## src/rtl/klem_regs.vh

```
`ifndef KLEM_REGS_VH
`define KLEM_REGS_VH
// register word offsets (byte addresses, one aligned word each)
`define KLEM_ADDR_CTRL      8'h00
`define KLEM_ADDR_STATUS    8'h04
`define KLEM_ADDR_MASK      8'h08
`define KLEM_ADDR_ERRSTATE  8'h0C
`define KLEM_ADDR_ALARM1    8'h10
`define KLEM_ADDR_ALARM2    8'h14
`define KLEM_ADDR_COUNT1    8'h18
`define KLEM_ADDR_COUNT2    8'h1C
// ctrl fields
`define KLEM_CTRL_LVL_LSB   0
`define KLEM_CTRL_LVL_MSB   2
`define KLEM_CTRL_SIXDIG    4
`define KLEM_CTRL_TACHO     5
`define KLEM_CTRL_OVMODE    6
`define KLEM_CTRL_TWOOUT    7
`define KLEM_CTRL_RESET     32'h0000_0090
// event bits (status and mask)
`define KLEM_EV_UNDER       0
`define KLEM_EV_OVER        1
`define KLEM_EV_CPU         2
`define KLEM_EV_RAM         3
`define KLEM_EV_NVM         4
`define KLEM_EV_OCNT        5
`define KLEM_EV_W           6
// key protect levels
`define KLEM_LVL_ONE        3'h1
`define KLEM_LVL_TWO        3'h2
`define KLEM_LVL_THREE      3'h3
`define KLEM_LVL_FOUR       3'h4
`define KLEM_LVL_FIVE       3'h5
`define KLEM_LVL_SIX        3'h6
`define KLEM_LVL_SEVEN      3'h7
// range limits
`define KLEM_UNDER6         32'hFFFE_7961
`define KLEM_UNDER4         32'hFFFF_FC19
`define KLEM_OVER6          32'h000F_423F
`define KLEM_OVER4          32'h0000_270F
// alarm unit and timing
`define KLEM_ALARM_UNIT     32'h0000_03E8
`define KLEM_CLK_HZ         32'h017D_7840
`define KLEM_BLINK_S        32'h0000_0001
// display selection codes
`define KLEM_DISP_NORMAL    3'h0
`define KLEM_DISP_UNDER     3'h1
`define KLEM_DISP_OVER      3'h2
`define KLEM_DISP_CPU       3'h3
`define KLEM_DISP_MEM       3'h4
`define KLEM_DISP_CHECKSUM  3'h5
`define KLEM_DISP_OCNT      3'h6
`define KLEM_DISP_BLANK     3'h7
`endif

```

## src/rtl/klem_monitor.v

```verilog
// Chosen here: the register offsets and the strobed register port.
`timescale 1ns/1ps
`include "klem_regs.vh"
// Contract
// [RQ1] protection active blocks all mode changes
// [RQ2] per-level gating of display, reset, up/down
// [RQ3] underflow flagged, outputs and sub-display kept
// [RQ4] reset key or input clears range errors
// [RQ5] overflow in listed modes, flashes 1s
// [RQ6] tachometer: only reset key clears overflow
// [RQ7] cpu fault: outputs off, key clears
// [RQ8] ram fault: outputs off, power-up only
// [RQ9] nvm fault: outputs off, checksum, key restores
// [RQ10] two outputs: on-count alarm, outputs unchanged
// [RQ11] on counts kept and keep counting
// [RQ12] alarm alternates display, key suppresses code
// [RQ13] protection only with switch on, lamp lit
// [RQ14] alarm values in thousands, zero disables
// [RQ15] faults override range errors and alarm
module klem_monitor #(
  parameter BLINK_HALF = `KLEM_CLK_HZ * `KLEM_BLINK_S / 2,
  parameter CNT_W      = 32
) (
  input  wire        i_ref_clk,
  input  wire        i_rst,
  input  wire [7:0]  i_addr,         // register byte address
  input  wire [31:0] i_wdata,        // write data
  input  wire        i_wr,           // write strobe
  input  wire        i_rd,           // read strobe
  output reg  [31:0] o_rdata,        // read data, cycle after read
  input  wire        i_key_mode,     // mode change key combination
  input  wire        i_key_disp,     // display switch key
  input  wire        i_key_reset,    // reset key
  input  wire        i_key_updown,   // up/down keys
  input  wire        i_ext_reset,    // external reset input
  input  wire        i_protect_sw,   // key-protect switch
  input  wire [31:0] i_present,      // present value, signed
  input  wire        i_cpu_fault,    // processor fault detect
  input  wire        i_ram_fault,    // working memory fault detect
  input  wire        i_nvm_fault,    // non-volatile fault detect
  input  wire        i_out1_on,      // output 1 on pulse
  input  wire        i_out2_on,      // output 2 on pulse
  input  wire        i_outs_req,     // outputs wanted by counter
  output wire        o_mode_ok,      // accepted mode change key
  output wire        o_disp_ok,      // accepted display key
  output wire        o_reset_ok,     // accepted reset key
  output wire        o_updown_ok,    // accepted up/down key
  output wire        o_protect_led,  // key-protect indicator
  output reg         o_out_enable,   // outputs allowed
  output reg  [2:0]  o_main_sel,     // main display code
  output reg  [2:0]  o_sub_sel,      // sub-display code
  output reg         o_factory_restore, // restore defaults pulse
  output wire        o_irq           // level interrupt
);

  // keys are slow, so two cycles of delay cost nothing; a level
  // shorter than one clock period may be lost entirely
  // key, switch, fault and on-pulse inputs pass two flops before use; i_present and i_outs_req are used directly
  reg [10:0] sync_a;
  reg [10:0] sync_b;
  always @(posedge i_ref_clk) begin
    if (i_rst) begin
      sync_a <= 11'h000;
      sync_b <= 11'h000;
    end else begin
      sync_a <= {i_key_mode, i_key_disp, i_key_reset, i_key_updown,
                 i_ext_reset, i_protect_sw, i_cpu_fault, i_ram_fault,
                 i_nvm_fault, i_out1_on, i_out2_on};
      sync_b <= sync_a;
    end
  end
  wire k_mode  = sync_b[10];
  wire k_disp  = sync_b[9];
  wire k_rst   = sync_b[8];
  wire k_ud    = sync_b[7];
  wire ext_rst = sync_b[6];
  wire prot_sw = sync_b[5];
  wire f_cpu   = sync_b[4];
  wire f_ram   = sync_b[3];
  wire f_nvm   = sync_b[2];
  wire on1     = sync_b[1];
  wire on2     = sync_b[0];

  // registers
  reg [31:0]        ctrl;            // level and configuration
  reg [`KLEM_EV_W-1:0] status;       // sticky events
  reg [`KLEM_EV_W-1:0] mask;         // interrupt mask
  reg [13:0]        alarm1;          // alarm value 1, thousands
  reg [13:0]        alarm2;          // alarm value 2, thousands
  reg [CNT_W-1:0]   count1;          // on count output 1
  reg [CNT_W-1:0]   count2;          // on count output 2
  reg               on1_d;           // edge detect of output 1
  reg               on2_d;           // edge detect of output 2
  reg               err_under;
  reg               err_over;
  reg               err_cpu;
  reg               err_ram;
  reg               err_nvm;
  reg               alarm_ack;       // code suppressed after key
  reg [31:0]        blink_cnt;
  reg               blink;

  wire [2:0] lvl    = ctrl[`KLEM_CTRL_LVL_MSB:`KLEM_CTRL_LVL_LSB];
  wire       sixdig = ctrl[`KLEM_CTRL_SIXDIG];
  wire       tacho  = ctrl[`KLEM_CTRL_TACHO];
  wire       ovmode = ctrl[`KLEM_CTRL_OVMODE];
  wire       twoout = ctrl[`KLEM_CTRL_TWOOUT];

  // gating table per level; bits {disp, reset, updown}
  function [2:0] key_allow;
    input [2:0] level;
    begin
      case (level)
        `KLEM_LVL_TWO:   key_allow = 3'h5;
        `KLEM_LVL_THREE: key_allow = 3'h6;
        `KLEM_LVL_FOUR:  key_allow = 3'h4;
        `KLEM_LVL_FIVE:  key_allow = 3'h0;
        `KLEM_LVL_SIX:   key_allow = 3'h3;
        `KLEM_LVL_SEVEN: key_allow = 3'h1;
        default:         key_allow = 3'h7; // level one and unused 0
      endcase
    end
  endfunction

  // protection applies only with the switch on
  wire [2:0] allow = prot_sw ? key_allow(lvl) : 3'h7;          // [RQ13] [RQ2]
  assign o_protect_led = prot_sw;                               // [RQ13]
  assign o_mode_ok     = k_mode & ~prot_sw;                     // [RQ1]
  assign o_disp_ok     = k_disp & allow[2];                     // [RQ2]
  assign o_reset_ok    = k_rst  & allow[1];                     // [RQ2]
  assign o_updown_ok   = k_ud   & allow[0];                     // [RQ2]

  // one press acts once: edge of the accepted reset key
  reg  rst_key_d;
  wire rst_key_edge = o_reset_ok & ~rst_key_d;

  // range detection, signed compare
  wire signed [31:0] pv = i_present;
  wire signed [31:0] lo = sixdig ? `KLEM_UNDER6 : `KLEM_UNDER4;
  wire signed [31:0] hi = sixdig ? `KLEM_OVER6 : `KLEM_OVER4;
  wire under_now = pv < lo;                                     // [RQ3]
  wire over_now  = (ovmode | tacho) & (pv > hi);                // [RQ5]
  // external reset does not clear overflow in tachometer mode
  wire clr_under = rst_key_edge | ext_rst;                      // [RQ4]
  wire clr_over  = rst_key_edge | (ext_rst & ~tacho);           // [RQ6]

  // alarm thresholds in thousands; zero disables
  wire [CNT_W-1:0] lim1 = alarm1 * `KLEM_ALARM_UNIT;            // [RQ14]
  wire [CNT_W-1:0] lim2 = alarm2 * `KLEM_ALARM_UNIT;
  wire exc1 = (alarm1 != 14'h0000) & (count1 > lim1);           // [RQ14]
  wire exc2 = (alarm2 != 14'h0000) & (count2 > lim2);
  wire ocnt_now = twoout & (exc1 | exc2);                       // [RQ10]

  // error latches; a detection in a clear cycle wins
  always @(posedge i_ref_clk) begin
    if (i_rst) begin
      err_under <= 1'b0;
      err_over  <= 1'b0;
      err_cpu   <= 1'b0;
      err_ram   <= 1'b0;
      err_nvm   <= 1'b0;
      alarm_ack <= 1'b0;
      rst_key_d <= 1'b0;
      o_factory_restore <= 1'b0;
    end else begin
      rst_key_d <= o_reset_ok;
      err_under <= under_now | (err_under & ~clr_under);        // [RQ4]
      err_over  <= over_now  | (err_over  & ~clr_over);         // [RQ6]
      err_cpu   <= f_cpu | (err_cpu & ~rst_key_edge);           // [RQ7]
      err_ram   <= f_ram | err_ram;                             // [RQ8]
      err_nvm   <= f_nvm | (err_nvm & ~rst_key_edge);           // [RQ9]
      o_factory_restore <= err_nvm & ~f_nvm & rst_key_edge;     // [RQ9]
      // acknowledge holds until the alarm goes away
      if (!ocnt_now)
        alarm_ack <= 1'b0;
      else if (rst_key_edge)
        alarm_ack <= 1'b1;                                      // [RQ12]
    end
  end

  // counting the rising edge keeps a long on-time to one count
  // on counts: never cleared by the reset key
  always @(posedge i_ref_clk) begin
    if (i_rst) begin
      count1 <= {CNT_W{1'b0}};
      count2 <= {CNT_W{1'b0}};
      on1_d  <= 1'b0;
      on2_d  <= 1'b0;
    end else begin
      on1_d <= on1;
      on2_d <= on2;
      // saturate so the count cannot wrap past the alarm
      if (on1 & ~on1_d & ~&count1)
        count1 <= count1 + 1'b1;                                // [RQ11]
      if (on2 & ~on2_d & ~&count2)
        count2 <= count2 + 1'b1;                                // [RQ11]
    end
  end

  // free running, so the first flash after an error may be short
  // 1 s flash cycle: toggle every half period
  always @(posedge i_ref_clk) begin
    if (i_rst) begin
      blink_cnt <= 32'h0;
      blink     <= 1'b0;
    end else if (blink_cnt >= BLINK_HALF - 1) begin
      blink_cnt <= 32'h0;
      blink     <= ~blink;                                      // [RQ5]
    end else begin
      blink_cnt <= blink_cnt + 32'h1;
    end
  end

  // display and output selection, fixed priority
  always @(posedge i_ref_clk) begin
    if (i_rst) begin
      o_out_enable <= 1'b0;
      o_main_sel   <= `KLEM_DISP_NORMAL;
      o_sub_sel    <= `KLEM_DISP_NORMAL;
    end else if (err_ram) begin                                 // [RQ15]
      o_out_enable <= 1'b0;                                     // [RQ8]
      o_main_sel   <= `KLEM_DISP_MEM;
      o_sub_sel    <= `KLEM_DISP_BLANK;
    end else if (err_cpu) begin
      o_out_enable <= 1'b0;                                     // [RQ7]
      o_main_sel   <= `KLEM_DISP_CPU;
      o_sub_sel    <= `KLEM_DISP_BLANK;
    end else if (err_nvm) begin
      o_out_enable <= 1'b0;                                     // [RQ9]
      o_main_sel   <= `KLEM_DISP_MEM;
      o_sub_sel    <= `KLEM_DISP_CHECKSUM;
    end else begin
      // range errors and alarm leave outputs and sub-display alone
      o_out_enable <= i_outs_req;                               // [RQ3] [RQ10]
      o_sub_sel    <= `KLEM_DISP_NORMAL;
      if (err_over)
        o_main_sel <= blink ? `KLEM_DISP_OVER : `KLEM_DISP_BLANK;
      else if (err_under)
        o_main_sel <= blink ? `KLEM_DISP_UNDER : `KLEM_DISP_BLANK;
      else if (ocnt_now & ~alarm_ack & blink)
        o_main_sel <= `KLEM_DISP_OCNT;                          // [RQ12]
      else
        o_main_sel <= `KLEM_DISP_NORMAL;
    end
  end

  // event vector for sticky status
  wire [`KLEM_EV_W-1:0] ev;
  assign ev[`KLEM_EV_UNDER] = err_under;
  assign ev[`KLEM_EV_OVER]  = err_over;
  assign ev[`KLEM_EV_CPU]   = err_cpu;
  assign ev[`KLEM_EV_RAM]   = err_ram;
  assign ev[`KLEM_EV_NVM]   = err_nvm;
  assign ev[`KLEM_EV_OCNT]  = ocnt_now;

  // ctrl bit 3 is reserved and always reads zero
  // register writes; a set beats a write-one clear
  always @(posedge i_ref_clk) begin
    if (i_rst) begin
      ctrl   <= `KLEM_CTRL_RESET;
      status <= {`KLEM_EV_W{1'b0}};
      mask   <= {`KLEM_EV_W{1'b0}};
      alarm1 <= 14'h0000;
      alarm2 <= 14'h0000;
    end else begin
      if (i_wr && i_addr == `KLEM_ADDR_CTRL)
        ctrl <= i_wdata & 32'h0000_00F7;
      if (i_wr && i_addr == `KLEM_ADDR_MASK)
        mask <= i_wdata[`KLEM_EV_W-1:0];
      if (i_wr && i_addr == `KLEM_ADDR_ALARM1)
        alarm1 <= i_wdata[13:0];
      if (i_wr && i_addr == `KLEM_ADDR_ALARM2)
        alarm2 <= i_wdata[13:0];
      if (i_wr && i_addr == `KLEM_ADDR_STATUS)
        status <= (status & ~i_wdata[`KLEM_EV_W-1:0]) | ev;
      else
        status <= status | ev;
    end
  end

  assign o_irq = |(status & mask);

  // read port, data one cycle later; unmapped reads zero
  always @(posedge i_ref_clk) begin
    if (i_rst) begin
      o_rdata <= 32'h0;
    end else if (i_rd) begin
      case (i_addr)
        `KLEM_ADDR_CTRL:     o_rdata <= ctrl;
        `KLEM_ADDR_STATUS:   o_rdata <= {26'h0, status};
        `KLEM_ADDR_MASK:     o_rdata <= {26'h0, mask};
        `KLEM_ADDR_ERRSTATE: o_rdata <= {26'h0, ev};
        `KLEM_ADDR_ALARM1:   o_rdata <= {18'h0, alarm1};
        `KLEM_ADDR_ALARM2:   o_rdata <= {18'h0, alarm2};
        `KLEM_ADDR_COUNT1:   o_rdata <= count1;
        `KLEM_ADDR_COUNT2:   o_rdata <= count2;
        default:             o_rdata <= 32'h0;
      endcase
    end else begin
      o_rdata <= 32'h0;
    end
  end

endmodule

```

## config.mk

```make
export PLATFORM = sky130hd
export DESIGN_NAME = klem_monitor
export DESIGN_NICKNAME = d
export VERILOG_FILES = /design/src/rtl/klem_monitor.v
export VERILOG_INCLUDE_DIRS = /design/src /design/src/rtl
export SDC_FILE = /design/constraint.sdc
export NUM_CORES = 1
export LEC_CHECK = 0
export BUFFER_PORTS_ARGS = -buffer_cell sky130_fd_sc_hd__buf_4
export CELL_PAD_IN_SITES_DETAIL_PLACEMENT = 1
export CELL_PAD_IN_SITES_GLOBAL_PLACEMENT = 1
export CORE_MARGIN = 5
export CORE_UTILIZATION = 45
export DETAILED_ROUTE_END_ITERATION = 10
export GPL_TIMING_DRIVEN = 0
export PLACE_DENSITY_LB_ADDON = 0.08
export SETUP_SLACK_MARGIN = 0.3
export SYNTH_ARGS = -nofsm -noshare
export SYNTH_HDL_FRONTEND = slang
export SYNTH_SLANG_ARGS = --single-unit
```

## constraint.sdc

```tcl
create_clock -name i_ref_clk -period 12.5 [get_ports i_ref_clk]
set_input_delay 3.125 -clock i_ref_clk [delete_from_list [all_inputs] [get_ports i_ref_clk]]
set_output_delay 3.125 -clock i_ref_clk [all_outputs]
set_load 0.005 [all_outputs]
```

Word-level counts from Yosys, hierarchy flattened
Index checks and enable logic that the tools add are counted.
{ "word_totals": {"regBits": 215, "input_bits": 88, "out_inout_bits": 46, "elab_cells": 133} }
{ "op_classes": {"addsub": 3, "multipliers": 2, "order_cmp": 5, "n_eq_ne": 13, "mux": 17, "bitwise_logic": 49, "n_reduce_logical": 18} }
{ "op_table": {"columns": ["cell", "count"], "rows": [
  ["$pmux W32 S8", 1],
  ["$add A32 B1 Y32 const B", 3],
  ["$gt A32 B24 Y1", 2],
  ["$reduce_and A32 Y1", 2],
  ["$mul A14 B7 Y21 const B", 2],
  ["$mux W3", 12],
  ["$eq A8 B5 Y1 const B", 4],
  ["$ge A32 B24 Y1 const B", 1],
  ["$gt A32 B21 Y1", 1],
  ["$lt A32 B18 Y1", 1],
  ["$reduce_bool A14 Y1", 2],
  ["$and A1 B1 Y1", 22],
  ["$mux W20", 1],
  ["$pmux W3 S6", 1],
  ["$mux W17", 1],
  ["$eq A8 B4 Y1 const B", 2],
  ["$not A1 Y1", 13],
  ["$and A6 B6 Y6", 2],
  ["$eq A3 B3 Y1 const B", 4],
  ["$or A6 B6 Y6", 2],
  ["$or A1 B1 Y1", 9],
  ["$eq A8 B3 Y1 const B", 1],
  ["$logic_not A8 Y1", 1],
  ["$reduce_or A2 Y1", 4],
  ["other kinds (7)", 13]
]} }

Depth between registers and ports, before layout
Gate-level depths: netlist (run 1).
{ "logic_depth": {"depth_word": 13, "ltp_mapped": 24, "mapped_depth_nobuf": 24} }

Least setup slack after synthesis (run 1)
No wires, ideal clock.
{ "synth_timing": {"path_type": "register to register", "startpoint": "register alarm2[1]", "endpoint": "register o_main_sel[1]", "setup_ns": 0.096, "arrival_ns": 6.019, "t_required_ns": 12.404, "slack_ns": 6.386, "stages_incl_launch_ff": 22, "path_buffers": 0, "synth_period_minus_slack_ns": 6.114, "path_cell_list": "dfxtp_1 > inv_1 > fa_1 > fa_1 > fa_1 > fa_1 > inv_1 > ha_1 > or3_1 > o211ai_1 > a21o_1 > a21oi_1 > a2111o_1 > a2111oi_0 > a211oi_1 > ha_1 > nand4_1 > or3_1 > a211o_1 > o22a_1 > o41a_1 > o41ai_2"} }
{ "synth_between": {"elab_chain_cells": 12, "word_cells_on_any_way": 13, "classes_between": "1 x mul; 1 x order compare; 5 x mux; 5 x bitwise; 1 x reduce/logical"} }
{ "synth_lines": {"columns": ["element", "line", "text"], "rows": [
  ["from (decl)", "klem_monitor.v:89", "reg [13:0] alarm2;"],
  ["from (signal assigned)", "klem_monitor.v:273", "alarm2 <= i_wdata[13:0];"],
  ["$mul A14 B7 Y21 (no source line)", null, null],
  ["$gt A32 B24 Y1", "klem_monitor.v:151", "wire exc2 = (alarm2 != 14'h0000) & (count2 > lim2);"],
  ["$and A1 B1 Y1 *", "klem_monitor.v:151", null],
  ["$or A1 B1 Y1 *", "klem_monitor.v:152", "wire ocnt_now = twoout & (exc1 | exc2);"],
  ["$and A1 B1 Y1 *", "klem_monitor.v:152", null],
  ["$and A1 B1 Y1 * (2 in series)", "klem_monitor.v:240", "else if (ocnt_now & ~alarm_ack & blink)"],
  ["$mux W3 *", "klem_monitor.v:240", null],
  ["$mux W3 *", "klem_monitor.v:238", "else if (err_under)"],
  ["$mux W3 *", "klem_monitor.v:236", "if (err_over)"],
  ["$mux W3 *", "klem_monitor.v:228", "end else if (err_nvm) begin"],
  ["$mux W3 *", "klem_monitor.v:224", "end else if (err_cpu) begin"],
  ["to (signal assigned)", "klem_monitor.v:226", "o_main_sel <= `KLEM_DISP_CPU;"],
  ["to (signal assigned)", "klem_monitor.v:237", "o_main_sel <= blink ? `KLEM_DISP_OVER : `KLEM_DISP_BLANK;"],
  ["to (signal assigned)", "klem_monitor.v:239", "o_main_sel <= blink ? `KLEM_DISP_UNDER : `KLEM_DISP_BLANK;"],
  ["to (decl)", "klem_monitor.v:50", "output reg [2:0] o_main_sel,"]
]} }
Mark *: on every way between the ends. The rest lies on a longest branch, timed or not.
A chain may end at the register's enable or synchronous reset.

Worst setup path after layout (run 1)
{ "layout_timing": {"startpoint": "register alarm1[2]", "endpoint": "register o_main_sel[2]"} }
{ "layout_between": {"elab_chain_cells": 13, "word_cells_on_any_way": 14, "classes_between": "1 x mul; 1 x order compare; 6 x mux; 5 x bitwise; 1 x reduce/logical"} }
{ "layout_lines": {"columns": ["element", "line", "text"], "rows": [
  ["from (decl)", "klem_monitor.v:88", "reg [13:0] alarm1;"],
  ["from (signal assigned)", "klem_monitor.v:271", "alarm1 <= i_wdata[13:0];"],
  ["$mul A14 B7 Y21 (no source line)", null, null],
  ["$gt A32 B24 Y1", "klem_monitor.v:150", "wire exc1 = (alarm1 != 14'h0000) & (count1 > lim1);"],
  ["$and A1 B1 Y1 *", "klem_monitor.v:150", null],
  ["$or A1 B1 Y1 *", "klem_monitor.v:152", null],
  ["$and A1 B1 Y1 *", "klem_monitor.v:152", null],
  ["$and A1 B1 Y1 * (2 in series)", "klem_monitor.v:240", null],
  ["$mux W3 *", "klem_monitor.v:240", null],
  ["$mux W3 *", "klem_monitor.v:238", null],
  ["$mux W3 *", "klem_monitor.v:236", null],
  ["$mux W3 *", "klem_monitor.v:228", null],
  ["$mux W3 *", "klem_monitor.v:224", null],
  ["$mux W3 *", "klem_monitor.v:220", "end else if (err_ram) begin"],
  ["to (signal assigned)", "klem_monitor.v:222", "o_main_sel <= `KLEM_DISP_MEM;"],
  ["to (signal assigned)", "klem_monitor.v:226", null],
  ["to (signal assigned)", "klem_monitor.v:237", null]
]} }
Marks and branches as above.

==> impl_metrics.csv, run 1 <==
group,metric,value,unit
critical_path,cp.required,12.89,ns
clocking,cts_tree,"yes",
hold_path,hold_path_class,"reg2reg",
logic_synthesis,synthFlopType,"dfxtp_1",
run_status,status,"finished, final reports clean",
drt,vias_per_cell,5.63,
clocking,cts_max_level,1,
grt,grt_overflow,0,
timing,setup_viol,0,
timing,finalWorstSetupSlack,5.07,ns
clocking,hold_buffers,0,
place,gp_congestion,0.923,
hold_path,holdCritStartpoint,"sync_b[2]",
clocking,cts_root_buf,"clkbuf_16",
clocking,cts_resized,0,
floorplanning,die_w,193,um
logic_synthesis,synth_edf_count,0,
place,placed_cells,2279,
drt,vias,13077,
critical_path,start_kind,"flop",
critical_path,r2r-start,"alarm1[2]",
drt,route.detailed.drc,0,
grt,top_usage_layer,"met2",
layout,diodes,0,
drt,dr.pass1.iters,5,
power,irDropWorstVdd,0.0908,mV
logic_synthesis,ys_types,72,
critical_path,startpoint,"alarm1[2]",
clocking,cts_sinks,214,
clocking,cts_inserted_buffers,25,
clocking,post_cts_buffers,0,
clocking,clk_latency,0.54,ns
floorplanning,dieArea,37400,um^2
grt,grt_use_met1,0.336,
grt,track_usage,0.251,
grt,met2_usage,0.420,
floorplanning,start_util,0.454,
logic_synthesis,ys_seq_area_frac,0.283,
logic_synthesis,synth_top_area_frac,0.283,
drt,drtIter0Drc,823,
logic_synthesis,synth_area,15100,um^2
timing,min_period,7.43,ns
timing,slew_headroom,0.458,
logic_synthesis,synth_area_leaders,"dfxtp_1, ha_1, fa_1, inv_1, nor2_1",
timing,tightestPinTransition,0.792,ns
layout,finalNonFillerCells,2322,
critical_path,critPathKind,"reg2reg",
logic_synthesis,synthArstFlopShare,0,
grt,grt_pass1_wl,76500,um
drt,avgRoutedWirePerCell,20.7,um
timing,skew,0.0143,ns
power,p_leak,7.08,nW
power,finalPower,1.56,mW
floorplanning,num_io_pins,134,
floorplanning,rows,67,
logic_synthesis,ys_seq_elements,214,
grt,use_met3,0.0433,
flow_run,drv_cap,0,
timing,min_period_over_period,0.594,
clocking,clock_path_buffers,3,
critical_path,crit_fanout,7,
critical_path,endpoint_kind,"flop",
clocking,path_clk_slew,0.06,ns
grt,antenna_found_initial,2,
layout,nNetsFinal,2211,
grt,grt_pass1_vias,13860,
place,place_ws,5.00,ns
drt,drt_wl_total,48000,um
timing,timing.final.max_slew_violations,0,
power,p_per_area,89.2,nW/um^2
logic_synthesis,syn_area_per_cell,8.85,um^2
critical_path,critPathArrivalTime,7.82,ns
layout,syn2layout_area_growth,15.2,%
place,dp_hpwl,38500,um
floorplanning,core_area,33400,um^2
floorplanning,dieHeight,193,um
logic_synthesis,yosys.area.top_type,"dfxtp_1",
timing,whs,0.423,ns
timing,fmax,135,MHz
layout,drive_above_1_share,0.109,
grt,grt_max_degree,14,
logic_synthesis,yosysWarnings,0,
timing,hold_violations,0,
drt,ant_nets,0,
logic_synthesis,syn_inst,1712,
timing,rsz0062_at_grt,"no",
timing,setup_tns,0,ns
place,io_buffer_count,112,
==> layout by cell type, fill, tap and decap left out, types with 38 or more instances in the layout <==
cell / count
a21oi_1: 109
a22oi_1: 52
buf_4: 115
clkbuf_1: 43
dfxtp_1: 214
fa_1: 92
ha_1: 173
inv_1: 187
nand2_1: 131
nand3_1: 56
nor2_1: 156
nor2b_1: 42
o21ai_0: 38
xnor2_1: 65
==> sequential cells by signal, summed over array words and instances, names as in the netlist, 2 cells and up <==
register / flops
o_rdata: 32
count2: 32
ctrl: 7
sync_a: 11
o_sub_sel: 2
alarm2: 14
alarm1: 14
mask: 6
status: 6
count1: 32
sync_b: 11
blink_cnt: 32
o_main_sel: 3
==> where the power goes <==
| part | internal, mW | switching [mW] | total (mW) |
|---|---|---|---|
| Clock | 0.474 | 0.304 | 0.778 |
| Combinational | 0.0346 | 0.0457 | 0.0803 |
| Sequential | 0.691 | 0.00604 | 0.697 |
==> through the flow <==
step            util  cell area, um^2
3_3_place_gp   0.497            16600
2_1_floorplan      -            15200
6_report       0.523            17400
3_5_place_dp   0.497            16600
4_1_cts        0.523            17400
5_1_grt        0.523            17400
==> cell type report <==
class / instances / area [um^2]
timing repair buffer: 112 / 841
tap: 448 / 561
multi-input combinational: 1261 / 9930
clock inverter: 12 / 181
inverter: 187 / 702
clock buffer: 31 / 688
buffer: 57 / 259
fill: 4005 / 15900
sequential: 214 / 4280
==> per-layer routing <==
layer	share of wire	up-vias
met2	0.47	346
met4	0.029	2
met5	0.00017	-
li1	-	6175
met3	0.058	85
met1	0.45	6469
==> logic make-up after synthesis <==
kind of cell	Yosys count	share of synthesized area
fa+ha+maj	265	0.264
other cells	1	0.000248
simple gates	597	0.204
buf+inv	244	0.0634
flops	214	0.283
compound gates	284	0.122
mux	14	0.00999
xor+xnor	93	0.0538
==> final timing paths <==
path | endpoint | cells past startpoint | slack, ns
worst min register to register | o_factory_restore | 1 | 0.42
worst max-delay path | o_main_sel[2] | 21 | 5.07
worst min-delay path | o_factory_restore | 1 | 0.42
worst max register to register | o_main_sel[2] | 21 | 5.07
==> critical path: stages, from the launching register on <==
cell,delay (ns)
dfxtp_1,0.59
inv_1,0.21
fa_1,0.62
fa_1,0.45
fa_1,0.49
fa_1,0.54
inv_1,0.05
ha_1,0.25
or3_1,0.37
o21ai_0,0.36
a2111oi_0,0.26
o31ai_1,0.49
nand2_1,0.09
o211a_1,0.15
ha_1,0.29
nand4_1,0.14
inv_1,0.06
a2111oi_0,0.70
nor4b_1,0.46
o22a_1,0.38
o41a_1,0.23
o22ai_1,0.10
==> cell usage after synthesis, types with 11 or more instances <==
master,instances
nand3_1,56
a21oi_1,109
nor2b_1,42
o21ai_0,38
nor4_1,35
a22oi_1,52
nor3_1,29
ha_1,173
and2_1,11
dfxtp_1,214
and3_1,16
xor2_1,28
fa_1,92
inv_1,187
clkbuf_1,41
or3_1,19
nor2_1,156
nand2b_1,16
xnor2_1,65
nand2_1,131
nand4_1,31
No activity file was read; power rests on OpenSTA's default activity.
==> run 2, diff against run 1 <==
==> constraint.sdc (replaced) <==
create_clock -name i_ref_clk -period 7.3 [get_ports i_ref_clk]
set_input_delay 1.825 -clock i_ref_clk [delete_from_list [all_inputs] [get_ports i_ref_clk]]
set_output_delay 1.825 -clock i_ref_clk [all_outputs]
set_load 0.005 [all_outputs]
==> impl_metrics.csv, run 2 (synthesis results as in run 1) <==
group,metric,value,unit
timing,finalWorstSetupSlack,0.548,ns
floorplanning,die_w,193,um
timing,slew_headroom,0.471,
grt,grt_max_degree,14,
floorplanning,start_util,0.454,
layout,multi_input_area,10000,um^2
layout,seqCellArea,4290,um^2
clocking,cts_sinks,214,
place,dp_hpwl,38500,um
power,p_per_area,152,nW/um^2
timing,setup_viol,0,
drt,route.detailed.drc,0,
timing,whs,0.421,ns
place,gp_congestion,0.923,
timing,skew,0.0162,ns
layout,mostFrequentLayoutCells,"dfxtp_1, inv_1, ha_1, nor2_1, nand2_1",
grt,grt_pass1_wl,76600,um
timing,min_period,6.75,ns
drt,drt_wl_total,48100,um
clocking,path_clk_slew,0.06,ns
power,finalPower,2.66,mW
critical_path,critPathKind,"reg2reg",
place,io_buffer_count,112,
power,p_leak,7.09,nW
drt,vias_per_cell,5.63,
floorplanning,core_area,33400,um^2
floorplanning,dieHeight,193,um
drt,avgRoutedWirePerCell,20.7,um
place,placed_area,16600,um^2
floorplanning,dieArea,37400,um^2
timing,timing.final.max_slew_violations,0,
grt,grt_pass1_vias,13880,
critical_path,start_kind,"flop",
timing,rsz0062_at_grt,"no",
critical_path,cp.required,7.74,ns
flow_run,drv_cap,0,
run_status,status,"finished, final reports clean",
clocking,cts_tree,"yes",
clocking,cts_max_level,1,
drt,dr.pass1.iters,5,
critical_path,endpoint_kind,"flop",
layout,final_common_cell,"dfxtp_1",
layout,postLayoutCoreUtil,0.525,
drt,ant_nets,0,
layout,nNetsFinal,2212,
layout,fin_area,17500,um^2
grt,track_usage,0.252,
timing,hold_violations,0,
layout,diodes,0,
critical_path,crit_fanout,6,
critical_path,critPathArrivalTime,7.20,ns
hold_path,hold_path_class,"reg2reg",
drt,drtIter0Drc,798,
layout,syn2layout_area_growth,15.7,%
layout,n_fill_cell,3990,
place,place_ws,-0.202,ns
timing,min_period_over_period,0.925,
clocking,clk_latency,0.54,ns
grt,grt_overflow,0,
grt,antenna_found_initial,2,
power,irDropWorstVdd,0.156,mV
clocking,cts_root_buf,"clkbuf_16",
timing,tightestPinTransition,0.794,ns
layout,drive_above_1_share,0.121,
clocking,cts_inserted_buffers,25,
floorplanning,num_io_pins,134,
clocking,clock_path_buffers,3,
drt,vias,13074,
timing,fmax,148,MHz
floorplanning,rows,67,
==> run 2: cell types whose count changed in the layout (fill, tap and decap cells not counted), moves of 3 or more <==
cell       before  now
a2111oi_0       5    1
a2111oi_2       0    3
dfxtp_1       214  208
inv_2           0    3
inv_1         187  183
dfxtp_2         0    6
==> run 2: report_power, final <==
group	switching, mW	internal (mW)
Clock	0.518	0.812
Combinational	0.0783	0.0594
Sequential	0.0103	1.18
Total	0.606	2.05
==> run 2: critical path, stage by stage, from the launching register on <==
cell	delay, ns
dfxtp_2	0.40
inv_1	0.15
fa_1	0.59
fa_1	0.46
fa_1	0.51
fa_1	0.53
inv_1	0.06
ha_1	0.35
or3_1	0.37
o211ai_1	0.09
a21o_1	0.14
a21oi_1	0.12
a2111o_1	0.43
a2111oi_2	0.36
a211oi_2	0.12
ha_1	0.32
a21boi_0	0.39
a2111oi_4	0.12
a211o_1	0.31
o22a_2	0.28
o41a_1	0.37
o41ai_2	0.19
==> run 2: repair_timing <==
action	in CTS	in global routing
hold buffers	0	0
endpoints found under the setup margin	5	5
setup buffers	0	1
gates resized for setup	9	17
pin swaps	1	1
cloned	0	0
hold endpoints to repair	0	0
==> run 2: final cells by class <==
cell class	count	share of cell area
repair buffers	113	0.0484
plain buffers	57	0.0148
flip-flops and latches	214	0.245
inverters	187	0.0403
clock buffers	31	0.0393
clock inverters	12	0.0103
multi-input cells	1261	0.570
well taps	448	0.0320
==> run 2: metrics by stage <==
stage | std cells | TNS (ns)
2_1_floorplan | 1719 | 0
3_3_place_gp | 2279 | -0.0715
3_5_place_dp | 2279 | -0.555
4_1_cts | 2322 | 0
5_1_grt | 2323 | 0
6_report | 2323 | 0
==> run 2: final timing paths <==
path	from	end	slack [ns]	depth (start not counted)
max	alarm2[1]	o_main_sel[1]	0.55	21
min	sync_b[2]	o_factory_restore	0.42	1
max reg2reg	alarm2[1]	o_main_sel[1]	0.55	21
min reg2reg	sync_b[2]	o_factory_restore	0.42	1
==> run 2: routing by layer <==
metal / vias up / track usage / part of all wire
li1: 6176 / - / -
met1: 6446 / 0.338 / 0.44
met2: 357 / 0.424 / 0.47
met3: 93 / 0.0407 / 0.059
met4: 2 / 0.0677 / 0.031
met5: - / 0 / 0.00023
